===== src/logic/pcmr_pkg.sv =====
/*
 * Package for the PCM frame aligner register bank: register indices,
 * field positions, reset contents for both channel modes, bus carriers
 * and the register bank state.
 * Assumes a single 250 MHz clock and a word-indexed Avalon-MM slave.
 */
// Contract
// - 24-channel init sets mode register 10h
// - 24-channel init sets global control 40h
// - 24-channel init: tx FS/DL 00h, source 80h
// - 24-channel init sets rx control 0 20h
// - Signaling stack FFh, unreadable until internal signaling
// - 24-channel init: idle code FFh, banks zero
// - 24-channel init clears all clear channel banks
// - 24-channel init: extended 00h, additional config 70h
// - 24-channel init clears common control register
// - Eight-bit data, four-bit register address
// - 22/10 registers in 24, 19/11 in 30
// - Reset gives 30-channel; mode bit selects 24
// - Control write-only unless control read enabled
// - Status registers read-only, continuously updated
// - Eight maskable alarm sources drive alarm output
// - Signaling position markers usable as requests
// - Mode bit first after reset loads 24-channel set
// - Later switch to 24 forces idle FFh only
`default_nettype none

package pcmr_pkg;

    // ************************************************************
    // Widths and indices
    // ************************************************************
    localparam int DATA_W = 8;                   // Register data width
    localparam int IDX_W  = 4;                   // Register index width
    localparam int AV_ADDR_W = 6;                // Byte address width on the bus

    localparam logic [3:0] IDX_COMMON    = 4'h0; // common_control_reg
    localparam logic [3:0] IDX_MODE      = 4'h1; // Mode register
    localparam logic [3:0] IDX_PARITY    = 4'h2; // channel_parity_reg
    localparam logic [3:0] IDX_LOOP      = 4'h3; // Channel loop back
    localparam logic [3:0] IDX_TX_CTRL0  = 4'h6; // tx_control_0
    localparam logic [3:0] IDX_SIG_STACK = 4'hA; // tx_signaling_stack
    localparam logic [3:0] IDX_MASK      = 4'hC; // Alarm mask
    localparam logic [3:0] IDX_IDLE      = 4'hD; // Idle channel code

    // ************************************************************
    // Field positions
    // ************************************************************
    localparam int COMMON_ALARM_BIT   = 7;       // Alarm interrupt enable
    localparam int COMMON_CTRL_RD_BIT = 5;       // control_read_enable
    localparam int MODE_PCM24_BIT     = 4;       // pcm_mode_select
    localparam int PARITY_BANK_BIT    = 7;       // Bank switching
    localparam int LOOP_AIA_BIT       = 7;       // Alarm acknowledge
    localparam int TX_CTRL0_ISIG_BIT  = 5;       // Internal signaling enable

    localparam logic [7:0] IDLE_PCM24 = 8'hFF;   // Idle code forced on switch
    localparam logic [7:0] BYTE_ZERO  = 8'h00;   // Cleared byte

    // Valid control slots {bank1,bank0} and status slots per mode
    localparam logic [31:0] CTRL_MAP_30 = 32'h03C2_3FFF;
    localparam logic [31:0] CTRL_MAP_24 = 32'h01FE_3FFF;
    localparam logic [15:0] STAT_MAP_30 = 16'h0BFF;
    localparam logic [15:0] STAT_MAP_24 = 16'h03FF;

    // ************************************************************
    // Reset contents, slot = bank*16 + index
    // ************************************************************
    function automatic logic [7:0] pcmr_init_value(input logic pcm24, input logic [4:0] slot);
        logic [7:0] v;
        v = 8'h00;
        if (pcm24)
        begin
            unique case (slot)
                5'h01:   v = 8'h10;              // Mode register
                5'h05:   v = 8'h80;              // fs_dl_source_reg
                5'h08:   v = 8'h20;              // rx_control_0
                5'h0A:   v = 8'hFF;              // tx_signaling_stack
                5'h0B:   v = 8'h40;              // global_control_reg
                5'h0D:   v = 8'hFF;              // Idle channel code
                5'h15:   v = 8'h70;              // additional_config_reg
                default: v = 8'h00;              // Common, tx FS/DL, banks
            endcase
        end
        else
        begin
            unique case (slot)
                5'h02:   v = 8'h40;              // Parity check channel 0
                5'h04:   v = 8'h40;              // Transmit service word
                5'h08:   v = 8'h30;              // Receive control 0
                5'h0A:   v = 8'hFF;              // Signaling stack set to FFh
                5'h0D:   v = 8'h54;              // Idle channel code
                default: v = 8'h00;              // Everything else
            endcase
        end
        return v;
    endfunction : pcmr_init_value

    // ************************************************************
    // Carriers
    // ************************************************************
    typedef struct packed {
        logic [AV_ADDR_W-1:0] address;           // Byte address
        logic                 read;              // Read request
        logic                 write;             // Write request
        logic [31:0]          writedata;         // Write data
        logic [3:0]           byteenable;        // Byte lanes
    } pcmr_av_req_s;

    typedef struct packed {
        logic [31:0][7:0] ctrl;                  // Control registers, two banks
        logic [15:0][7:0] stat;                  // Sampled status registers
        logic             pcm24;                 // 24-channel mode active
        logic             fresh;                 // No write since reset
        logic             ack;                   // Bus answer cycle
        logic [31:0]      rdata;                 // Read data
        logic [7:0]       alarm;                 // Latched alarm sources
        logic             irq;                   // Alarm output
        logic             marker;                // Signaling marker output
    } pcmr_state_s;

endpackage : pcmr_pkg

`default_nettype wire


===== src/logic/pcmr_regbank.sv =====
/*
 * Register bank of the PCM frame aligner: control registers with both
 * channel modes, sampled status registers, alarm output and signaling
 * marker, reached over an Avalon-MM slave with waitrequest.
 * Assumes status and alarm inputs are synchronous to clock_in, and that
 * the host writes the mode register first after reset.
 */
// The Avalon-MM register port and the register offsets were decided locally.
`timescale 1ns/10ps
`default_nettype none

module pcmr_regbank
    import pcmr_pkg::*;
(
    input  wire logic               clock_in,             // 250 MHz clock
    input  wire logic               rst_in,               // Sync reset, high
    input  wire pcmr_av_req_s       avs_req_in,           // Avalon request
    output logic [31:0]             avs_readdata_out,     // Avalon read data
    output logic                    avs_waitrequest_out,  // Avalon wait
    input  wire logic [15:0][7:0]   status_in,            // Core status values
    input  wire logic [7:0]         alarm_src_in,         // Alarm source levels
    input  wire logic               sig_slot_in,          // Signaling bit slot
    output logic                    alarm_interrupt_out,  // Alarm output, high
    output logic                    sig_marker_out,       // Signaling marker
    output logic                    pcm24_mode_out,       // 24-channel mode
    output logic [31:0][7:0]        ctrl_out              // Control registers
);

    // ************************************************************
    // Declarations
    // ************************************************************
    pcmr_state_s r;                                       // Current state
    pcmr_state_s next_r;                                  // Next state

    logic [3:0]  idx;                                     // Register index
    logic        bank;                                    // Bank select
    logic [4:0]  slot;                                    // Control slot
    logic        req;                                     // Request pending
    logic        wr_go;                                   // Write takes effect
    logic        ctrl_ok;                                 // Control slot exists
    logic        stat_ok;                                 // Status slot exists
    logic [31:0] ctrl_map;                                // Control map of mode
    logic [15:0] stat_map;                                // Status map of mode
    logic [7:0]  wbyte;                                   // Written byte
    logic [7:0]  rbyte;                                   // Byte to read

    // ************************************************************
    // Address decode
    // ************************************************************
    // Word index from byte address; bank from the bank-switch bit
    always_comb
    begin
        idx      = avs_req_in.address[AV_ADDR_W-1:2];
        ctrl_map = r.pcm24 ? CTRL_MAP_24 : CTRL_MAP_30;
        // Only indices that own a bank 1 register switch; the others stay
        // reachable while switched, so the switch can be turned off again in 30-channel mode only
        bank     = r.ctrl[IDX_PARITY][PARITY_BANK_BIT] & ctrl_map[{1'b1, idx}];
        slot     = {bank, idx};
        req      = avs_req_in.read | avs_req_in.write;
        wr_go    = avs_req_in.write & r.ack & avs_req_in.byteenable[0];
        stat_map = r.pcm24 ? STAT_MAP_24 : STAT_MAP_30;
        ctrl_ok  = ctrl_map[slot];
        stat_ok  = stat_map[idx];
        wbyte    = avs_req_in.writedata[DATA_W-1:0];
    end

    // ************************************************************
    // Read data selection
    // ************************************************************
    // Status by default, control only in the read test mode
    always_comb
    begin
        rbyte = BYTE_ZERO;
        if (r.ctrl[IDX_COMMON][COMMON_CTRL_RD_BIT])
        begin
            if (ctrl_ok)
            begin
                rbyte = r.ctrl[slot];
            end
            if (slot == {1'b0, IDX_LOOP})
            begin
                rbyte[LOOP_AIA_BIT] = 1'b0;               // Acknowledge bit hidden
            end
            if (slot == {1'b0, IDX_SIG_STACK} && !r.ctrl[IDX_TX_CTRL0][TX_CTRL0_ISIG_BIT])
            begin
                rbyte = BYTE_ZERO;                        // Stack hidden
            end
        end
        else if (stat_ok)
        begin
            rbyte = r.stat[idx];
        end
    end

    // ************************************************************
    // Next state
    // ************************************************************
    always_comb
    begin
        next_r = r;

        // Status follows the core every cycle, never the host
        next_r.stat = status_in;

        // Bus answer one cycle after the request is seen
        next_r.ack = req & ~r.ack;
        if (req && !r.ack)
        begin
            next_r.rdata = {24'h00_0000, rbyte};
        end

        // Control writes, only on existing slots
        if (wr_go && ctrl_ok)
        begin
            if (slot == {1'b0, IDX_MODE} && wbyte[MODE_PCM24_BIT] && !r.pcm24)
            begin
                if (r.fresh)
                begin
                    // Mode bit first after reset: whole 24-channel set
                    for (int s = 0; s < 32; s++)
                    begin
                        next_r.ctrl[s] = pcmr_init_value(1'b1, 5'(s));
                    end
                end
                else
                begin
                    // Late switch: only the idle code changes
                    next_r.ctrl[IDX_IDLE] = IDLE_PCM24;
                end
                next_r.ctrl[IDX_MODE] = wbyte;
            end
            else
            begin
                next_r.ctrl[slot] = wbyte;
            end
            // Mode follows the written mode-select bit
            if (slot == {1'b0, IDX_MODE})
            begin
                next_r.pcm24 = wbyte[MODE_PCM24_BIT];
            end
        end
        if (wr_go)
        begin
            next_r.fresh = 1'b0;
        end

        // Alarm latch: set wins over acknowledge
        if (wr_go && ctrl_ok && slot == {1'b0, IDX_LOOP} && wbyte[LOOP_AIA_BIT])
        begin
            next_r.alarm = BYTE_ZERO;
        end
        next_r.alarm = next_r.alarm | (alarm_src_in & r.ctrl[IDX_MASK]);
        next_r.irq   = r.ctrl[IDX_COMMON][COMMON_ALARM_BIT] & (|r.alarm);

        // Signaling position marker, usable as interrupt or DMA request
        next_r.marker = sig_slot_in & r.ctrl[IDX_TX_CTRL0][TX_CTRL0_ISIG_BIT];

        // Reset gives the 30-channel set
        if (rst_in)
        begin
            for (int s = 0; s < 32; s++)
            begin
                next_r.ctrl[s] = pcmr_init_value(1'b0, 5'(s));
            end
            next_r.stat   = '0;
            next_r.pcm24  = 1'b0;
            next_r.fresh  = 1'b1;
            next_r.ack    = 1'b0;
            next_r.rdata  = '0;
            next_r.alarm  = BYTE_ZERO;
            next_r.irq    = 1'b0;
            next_r.marker = 1'b0;
        end
    end

    // ************************************************************
    // State register
    // ************************************************************
    always_ff @(posedge clock_in)
    begin
        r <= next_r;
    end

    // ************************************************************
    // Outputs
    // ************************************************************
    assign avs_waitrequest_out = req & ~r.ack;            // Handshake, combinational
    assign avs_readdata_out    = r.rdata;                 // From flip-flops
    assign alarm_interrupt_out = r.irq;
    assign sig_marker_out      = r.marker;
    assign pcm24_mode_out      = r.pcm24;
    assign ctrl_out            = r.ctrl;

endmodule : pcmr_regbank

`default_nettype wire

===== config.mk =====
export PLATFORM = sky130hd
export DESIGN_NAME = pcmr_regbank
export DESIGN_NICKNAME = d
export VERILOG_FILES = /design/src/logic/pcmr_pkg.sv /design/src/logic/pcmr_regbank.sv
export SDC_FILE = /design/constraint.sdc
export NUM_CORES = 1
export LEC_CHECK = 0
export ABC_AREA = 1
export BUFFER_PORTS_ARGS = -buffer_cell sky130_fd_sc_hd__buf_2
export CAP_MARGIN = 10
export CORE_AREA = 2 2 185 187
export DETAILED_ROUTE_END_ITERATION = 8
export DIE_AREA = 0 0 187 189
export PLACE_DENSITY_LB_ADDON = 0.1
export SLEW_MARGIN = 20
export SYNTH_ARGS = -nofsm -noshare
export SYNTH_HDL_FRONTEND = slang
export SYNTH_SLANG_ARGS = --single-unit

===== constraint.sdc =====
create_clock -name clock_in -period 3.8 [get_ports clock_in]
set_clock_uncertainty 0.1 [all_clocks]
set_input_delay 0.19 -clock clock_in [delete_from_list [all_inputs] [get_ports clock_in]]
set_output_delay 0.19 -clock clock_in [all_outputs]
set_load 0.005 [all_outputs]

==> results.toml, run 1 <==
[clocking]
ctsHoldBuffers = 161
numCtsBuffers = 40
clk_latency_ns = 0.56
cts_tree = "built"
post_cts_buffers = 0
path_clk_slew_ns = 0.07
htree_levels = 2
cts_resized = 0
clock_path_buffers = 3
root_buffer = "clkbuf_16"
cts.sinks = 370

[finish]
post-route-util_pct = 62.9
layout_common_cells = "nand2_1, buf_2, dfxtp_1, nor2_1, inv_1"
nets = 2918
drive_above_1_share_pct = 20.7
final_common_cell = "nand2_1"
fillCellCount = 2956
multiInputGateArea_um2 = 6750
area_growth_pct = 18.4
seq_area_um2 = 7410

[setup_path]
rrSetupSlack_ns = 1.05
critical_path_required_ns = 4.06
critPathLaunch = "ctrl_out[23]"
crit_end = "ctrl_out[142]"
worstSetupStartpointType = "flip-flop"
worstRegToRegCells = 9
cp-end-kind = "flip-flop"
rr_startpoint = "ctrl_out[23]"
criticalPathCategory = "flip-flop to flip-flop"
crit_fanout = 24
cp_cell_sequence = "inv_2 > nand4_4 > nor2_8 > nand2_4 > inv_2 > buf_4 > nor2_8 > nand2_1 > a21oi_1"
cp_data_arrival_time_ns = 3.02
slowest_delay_ns = 0.61
slowest_stage = "inv_2"
r2r-end = "ctrl_out[142]"

[timing]
hold_viol = 0
finalSetupViolCount = 0
max_slew_margin_pct = 33.4
clock.fmax_mhz = 363
fin_crit_ns = 2.75
grt_setup_unrepaired = "false"
worst_slew_pin_slew_ns = 0.998
fin_crit_sh_pct = 72.4
slew_violations = 0
fin_setup_tns_ns = 0

[power_and_ir_drop]
p_per_area_nw_per_um2 = 422
power_leakage_nw = 9.94
vdd_drop_max_mv = 0.299

[routing]
drt-initial-drc-count = 1651
vias = 16700
route.detailed.drc = 1
first_pass_iters = 6
wl_per_cell_um = 19.1
ant_nets = 0
drt_wl_total_um = 61400
viasPerCell = 5.21

[yosys]
yosysTopAreaCellShare_pct = 41.9
synth_area_leaders = "dfxtp_1, nand2_1, buf_4"
synthCells = 2494
synth_cell_types = 44
avgSynthCellArea_um2 = 7.09
synth_area_leader_cell = "dfxtp_1"
yosysWarnings = 0
ys_seq_elements = 370
synth.cell_area_um2 = 17700
synth_seq_area_share_pct = 41.9

[placed_design]
portBuffers = 386
dp_hpwl_um = 41300
place.gp.congestion = 0.951

[global_route]
antenna_found_initial = 1
grt.busiest_layer = "met2"
grt_pass1_wl_um = 92200
grt_overflow_total = 0
met1_usage_pct = 40.4
track_usage_pct = 33.6
grt_use_met3_pct = 7.90
grt_pass1_vias = 15900
grt_max_degree = 180
grt_util_met2_pct = 57.1

[die]
start_util_pct = 53.1
placementRows = 67
ios = 475
dieHeight_um = 189
dieWidth_um = 187
die_area_um2 = 35300
core-area_um2 = 33300

[min_path]
worstHoldPathCells = 4
min-delay-path-class = "input pin to flip-flop"
hold_start = "avs_req_in[0]"

[run_status]
violations = "DRC"
status = "finished with violations"

[job]
maxCapViolations = 0
kinds of logic (layout without fill, tap and decap cells):
family / Yosys count / count (layout) / share of synthesized area (%)
AND/OR/NAND/NOR: 1124 / 1124 / 27.0
buffers and inverters: 668 / 916 / 20.7
flip-flops: 370 / 370 / 41.9
AO/OA/AOI/OAI: 331 / 331 / 10.4
other: 1 / 25 / 0.0212
synth_stat cells, drive strengths merged:
cell,number
a221oi,1
nor4,2
nor3,30
nand2,625
o21bai,2
clkbuf,82
nand3,95
clkinv,1
dfxtp,370
a41oi,8
o22ai,19
a211oi,2
o21a,1
o221ai,2
buf,325
a22oi,21
or2,37
inv,260
nor2,303
nand4,23
o2111ai,1
o31ai,1
o21ai,61
nand3b,9
a21oi,207
conb,1
o211ai,5
worst max-delay path: cells and delay by family, from the launching register on:
kind	cells	cell delay [ns]
flip-flops	1	0.43
AO/OA/AOI/OAI	1	0.06
AND/OR/NAND/NOR	5	0.90
buffers and inverters	3	1.06
where the power goes:
| group | leakage [nW] | internal [mW] | switching (mW) | total, mW |
|---|---|---|---|---|
| combinational | 6.25 | 0.313 | 0.495 | 0.808 |
| sequential | 3.01 | 3.95 | 0.0264 | 3.97 |
| clock | 0.678 | 2.41 | 1.65 | 4.06 |
| total | 9.94 | 6.67 | 2.17 | 8.84 |
cell type report:
type,count,share of cell area (%)
Clock buffer,56,5.50
Multi-Input combinational cell,1479,32.2
Antenna cell,1,0.0120
Sequential cell,370,35.4
Tap cell,448,2.68
Inverter,261,4.69
Timing Repair Buffer,583,18.4
Clock inverter,16,1.11
sequential cells by signal (all words and copies together) (netlist names):
signal	flops
ctrl_out	256
alarm_interrupt_out	1
sig_marker_out	1
avs_readdata_out	8
pcm24_mode_out	1
r	103
worst min path at each step:
stage | endpoint | slack [ns]
after floorplan | r[100] | 0.20
after global placement | r[123] | 0.30
after detailed placement | r[128] | 0.29
after CTS | r[43] | 0.02
after global routing | r[43] | 0.05
final | r[43] | 0.03
metal layers:
metal | vias up | part of all wire, %
met5 | - | 0.023
met4 | 2 | 4.7
met3 | 177 | 9.1
met2 | 854 | 47
met1 | 7745 | 39
li1 | 7966 | -
metrics by stage:
stage,hold slack (ns),instance area [µm²],setup slack (ns),std cells,power (mW)
2_1_floorplan,0.197,17800,1.88,2517,4.47
3_3_place_gp,0.296,17900,0.990,2980,4.70
3_5_place_dp,0.295,17900,0.944,2980,4.71
4_1_cts,0.0163,20900,1.09,3213,8.82
5_1_grt,0.0540,20900,0.896,3213,9.09
6_report,0.0271,20900,1.05,3214,8.84
No activity file was read; power rests on OpenSTA's default activity.
==> run 2: changes to the inputs <==
--- a/config.mk
+++ b/config.mk
@@ -8,9 +8,8 @@
 export ABC_AREA = 1
 export BUFFER_PORTS_ARGS = -buffer_cell sky130_fd_sc_hd__buf_2
 export CAP_MARGIN = 10
-export CORE_AREA = 2 2 185 187
+export CORE_UTILIZATION = 53
 export DETAILED_ROUTE_END_ITERATION = 8
-export DIE_AREA = 0 0 187 189
 export PLACE_DENSITY_LB_ADDON = 0.1
 export SLEW_MARGIN = 20
 export SYNTH_ARGS = -nofsm -noshare
==> constraint.sdc (replaced) <==
create_clock -name clock_in -period 2.7 [get_ports clock_in]
set_clock_uncertainty 0.1 [all_clocks]
set_input_delay 0.135 -clock clock_in [delete_from_list [all_inputs] [get_ports clock_in]]
set_output_delay 0.135 -clock clock_in [all_outputs]
set_load 0.005 [all_outputs]
==> run 2 against run 1 <==
  * The flow now finishes without violations
  * Clock-buffer cell count rose by 1
  * Highest routed layer is now met4
  * Combinational power rose by 36%
  * Critical path type unchanged
  * Hold slack improved by 0.011 ns
  * Power rose by 41%
  * Routed wire length fell by 3.1%
  * Register-to-register slack got worse by 0.77 ns
  * Critical path depth rose by 3
==> results.toml, run 2 (synthesis results as in run 1) <==
[run_status]
status = "complete, no violations"

[clocking]
cts.sinks = 370
clock_path_buffers = 3
cts_resized = 0
cts_tree = "built"
htree_levels = 2
post_cts_buffers = 0
ctsHoldBuffers = 124
path_clk_slew_ns = 0.06
clk_latency_ns = 0.53
root_buffer = "clkbuf_16"
numCtsBuffers = 41

[global_route]
grt_max_degree = 195
grt_pass1_vias = 15500
track_usage_pct = 34.2
grt_pass1_wl_um = 88500
grt_overflow_total = 0
antenna_found_initial = 0

[timing]
finalSetupViolCount = 0
max_slew_margin_pct = 34.8
grt_setup_unrepaired = "false"
clock.fmax_mhz = 413
setup_slack_ns = 0.278
slew_violations = 0
hold_viol = 0
fin_setup_tns_ns = 0
fin_crit_ns = 2.42
worst_slew_pin_slew_ns = 0.978
fin_crit_sh_pct = 89.7

[die]
start_util_pct = 54.1
die_area_um2 = 34100
placementRows = 66
dieWidth_um = 185
dieHeight_um = 185
ios = 475
core-area_um2 = 32700

[finish]
fillCellCount = 2995
final_common_cell = "nand2_1"
num_antenna_cells = 0
stdcell_count = 3191
layout_common_cells = "nand2_1, buf_2, dfxtp_1, nor2_1, inv_1"
largest_reg_flops = 256
nets = 2903
area_growth_pct = 17.3
fin_area_um2 = 20700
drive_above_1_share_pct = 21.5

[setup_path]
worstSetupStartpointType = "flip-flop"
crit_fanout = 66
critical_path_required_ns = 3.06
cp_data_arrival_time_ns = 2.78
criticalPathCategory = "flip-flop to flip-flop"
cp-end-kind = "flip-flop"

[routing]
wl_met1_um = 23800
route.met3.wl_um = 5540
vias = 16600
drt-initial-drc-count = 1492
first_pass_iters = 6
drt_wl_total_um = 59500
wl_per_cell_um = 18.7
route.detailed.drc = 0
route.met2.wl_um = 27900
ant_nets = 0
viasPerCell = 5.20
routed.top_layer = "met4"

[placed_design]
place.gp.congestion = 0.949
place_ws_ns = 0.166
dp_hpwl_um = 40800
portBuffers = 386
placed_cells = 2995
dpl_cell_area_um2 = 18100

[power_and_ir_drop]
power_leakage_nw = 9.85
vdd_drop_max_mv = 0.508
p_per_area_nw_per_um2 = 599

[min_path]
min-delay-path-class = "input pin to flip-flop"

[job]
maxCapViolations = 0
run 2: cell types whose count changed in the layout (fill, tap and decap cells not counted), moves of 4 or more:
| cell | change |
|---|---|
| clkinv_8 | -4 |
| clkbuf_8 | -4 |
| clkbuf_1 | +4 |
| dlygate4sd3_1 | -37 |
| buf_4 | +17 |
| buf_12 | +4 |
run 2: path summary, 6_finish.rpt:
check                                    start             to  slack (ns)  cells after the start
worst max register to register  pcm24_mode_out  ctrl_out[173]        0.28                     12
worst min-delay path             avs_req_in[0]          r[43]        0.04                      4
worst min register to register   ctrl_out[240]  ctrl_out[240]        0.33                      2
worst max-delay path            pcm24_mode_out  ctrl_out[173]        0.28                     12
run 2: critical path, stage by stage (launching register included):
cell and delay [ns]:
dfxtp_1 0.34, inv_1 0.08, nand2_1 0.12, nor2_8 0.26, nand2_2 0.10, nand2_4 0.08
inv_4 0.05, nand2_4 0.05, buf_4 0.58, nand2_1 0.29, nand2_1 0.12, nand2_1 0.06
nor2_1 0.10
run 2: power breakdown:
group	leakage [nW]	total, mW	switching [mW]	internal (mW)
logic	6.16	1.10	0.681	0.423
clock network	0.675	5.74	2.23	3.51
registers	3.01	5.59	0.0341	5.55
total	9.85	12.4	2.95	9.49
run 2: metal layers:
layer,up-vias,GRT usage [%]
met2,786,57.4
met4,0,14.0
li1,7912,-
met1,7746,42.3
met3,152,7.31
met5,-,0
run 2: per-stage QoR:
stage / hold slack (ns) / util, % / power (mW)
final: 0.0381 / 63.4 / 12.4
after floorplan: 0.142 / - / 6.29
after detailed placement: 0.241 / 55.5 / 6.64
after CTS: 0.0202 / 63.4 / 12.5
after global placement: 0.238 / 55.5 / 6.63
after global routing: 0.0481 / 63.4 / 12.8
run 2: layout make-up:
class / instances / area, µm² / share of cell area [%]
multi-input cells: 1479 / 6750 / 32.5
flip-flops and latches: 370 / 7410 / 35.7
clock buffers: 57 / 1140 / 5.48
well taps: 442 / 553 / 2.67
inverters: 261 / 982 / 4.73
clock inverters: 15 / 233 / 1.12
repair buffers: 567 / 3690 / 17.8
==> run 3: changes to the inputs <==
--- a/config.mk
+++ b/config.mk
@@ -6,10 +6,11 @@
 export NUM_CORES = 1
 export LEC_CHECK = 0
 export ABC_AREA = 1
-export BUFFER_PORTS_ARGS = -buffer_cell sky130_fd_sc_hd__buf_2
 export CAP_MARGIN = 10
-export CORE_UTILIZATION = 53
+export CORE_AREA = 2 2 185 187
 export DETAILED_ROUTE_END_ITERATION = 8
+export DIE_AREA = 0 0 187 189
+export DONT_BUFFER_PORTS = 1
 export PLACE_DENSITY_LB_ADDON = 0.1
 export SLEW_MARGIN = 20
 export SYNTH_ARGS = -nofsm -noshare
==> constraint.sdc (replaced) <==
create_clock -name clock_in -period 2.2 [get_ports clock_in]
set_clock_uncertainty 0.1 [all_clocks]
set_input_delay 0.11 -clock clock_in [delete_from_list [all_inputs] [get_ports clock_in]]
set_output_delay 0.11 -clock clock_in [all_outputs]
set_load 0.005 [all_outputs]
==> run 3 against run 2 <==
  * The run now ends with hold timing left
  * Clock-buffer cell count unchanged
  * Fmax grew 12%
  * Via count shrank 8.0%
  * Clock power grew 16%
  * Sequential power increased by 23%
  * Worst setup slack worse by 0.24 ns
  * Final area decreased by 6.9%
  * Hold slack lost 0.47 ns
  * Core utilization shrank 5.4 points
==> results.toml, run 3 (synthesis results as in run 1) <==
[setup_path]
path_buf_inv = 2
slowest_delay_ns = 0.59
slowest_stage = "dlygate4sd3_1"
cp-end-kind = "flip-flop"
rrSetupSlack_ns = 0.04
worstSetupStartpointType = "flip-flop"
cp_cell_sequence = "nand3_1 > nor2_4 > buf_4 > o21ai_2 > a21oi_1 > dlygate4sd3_1 > o21ai_0"
critPathTopFamily = "buffers and inverters"
critPathLaunch = "r[42]"
criticalPathCategory = "flip-flop to flip-flop"
crit_fanout = 6
cp_data_arrival_time_ns = 2.47
rr_startpoint = "r[42]"
critical_path_required_ns = 2.51

[clocking]
numCtsBuffers = 39
clk_latency_ns = 0.53
path_clk_slew_ns = 0.06
clock_path_buffers = 3
cts_tree = "built"
htree_levels = 2
cts.sinks = 370
root_buffer = "clkbuf_16"

[routing]
viasPerCell = 5.34
first_pass_iters = 5
ant_nets = 0
drt-initial-drc-count = 1313
wl_met1_um = 23200
route.met3.wl_um = 5870
vias = 15300
wl_per_cell_um = 20.9
drt_wl_total_um = 59800
route.met2.wl_um = 28200
routed.top_layer = "met4"
route.detailed.drc = 0

[run_status]
violations = "hold timing"
status = "finished with violations"

[timing]
worst_slew_pin_slew_ns = 0.784
hold_viol = 214
setup_slack_ns = 0.0394
fin_crit_sh_pct = 98.2
fin_crit_ns = 2.16
fin_setup_tns_ns = 0
max_slew_margin_pct = 47.7
grt_setup_unrepaired = "false"
clock.fmax_mhz = 463
holdWs_ns = -0.429
finalSetupViolCount = 0
slew_violations = 0

[power_and_ir_drop]
vdd_drop_max_mv = 0.626
power_leakage_nw = 8.27
p_per_area_nw_per_um2 = 762

[min_path]
min-delay-path-class = "input pin to flip-flop"
hold_start = "rst_in"

[finish]
final_common_cell = "nand2_1"
nets = 2567
area_growth_pct = 9.19
layout_common_cells = "nand2_1, dfxtp_1, nor2_1, inv_1, a21oi_1"
post-route-util_pct = 58.0
stdcell_count = 2861
largest_reg_flops = 256
drive_above_1_share_pct = 9.04

[placed_design]
dp_hpwl_um = 41000
place.gp.congestion = 0.943
portBuffers = 0
placed_cells = 2625
place_ws_ns = 0.0830

[global_route]
track_usage_pct = 32.8
antenna_found_initial = 1
grt_max_degree = 314
grt_pass1_wl_um = 88800
grt_overflow_total = 0
grt_pass1_vias = 14600

[die]
dieWidth_um = 187
core-area_um2 = 33300
die_area_um2 = 35300
start_util_pct = 53.1
placementRows = 67
dieHeight_um = 189
ios = 475

[job]
maxCapViolations = 0
[run 3: cell types whose count changed in the layout (fill, tap and decap cells not counted), sizes merged]
cell / delta
clkinv: -1
dlymetal6s4s: +1
diode: +1
buf: -375
inv: -1
dlygate4sd3: +40
bufinv: -4
clkinvlp: +3
[run 3: cell type report]
type / count / area (µm²)
Timing Repair Buffer: 233 / 2280
Multi-Input combinational cell: 1479 / 6760
Inverter: 261 / 982
Tap cell: 448 / 561
Fill cell: 3116 / 14000
Clock inverter: 12 / 133
Clock buffer: 57 / 1170
Antenna cell: 1 / 2.50
Sequential cell: 370 / 7410
[run 3: stage by stage]
stage	instance area (µm²)	power [mW]
2_1_floorplan	17800	7.72
5_1_grt	19300	15.1
6_report	19300	14.7
3_5_place_dp	16300	7.92
4_1_cts	19200	14.7
3_3_place_gp	16300	7.92
[run 3: report_power, final]
group	switching (mW)	internal [mW]	leakage, nW
combinational	0.693	0.485	4.63
clock	2.71	3.95	0.639
sequential	0.0588	6.81	3.01
total	3.46	11.2	8.27
[run 3: repair_timing]
action / CTS / global route
hold buffers: 158 / 7
hold endpoints to repair: 346 / 214
gates resized for setup: 0 / 8
endpoints found under the setup margin: 0 / 17
buffers inserted: 0 / 1
[run 3: worst paths after layout]
path	endpoint	cells after the start
setup / recovery	ctrl_out[110]	7
hold reg to reg	ctrl_out[252]	2
setup reg to reg	ctrl_out[110]	7
hold / removal	ctrl_out[223]	1
[run 3: per-layer routing]
layer  global-route usage [%]  vias up
met5                        0        -
met4                     13.1        0
met3                     8.82      140
met2                     56.1      737
met1                     39.1     7137
li1                         -     7262
[run 3: worst reg2reg max path: cells and delay by family (launching register included)]
family	cells	cell delay, ns
and+or+nand+nor	2	0.53
DFF	1	0.34
AOI/OAI and AO/OA	3	0.32
buffers and inverters	2	0.74
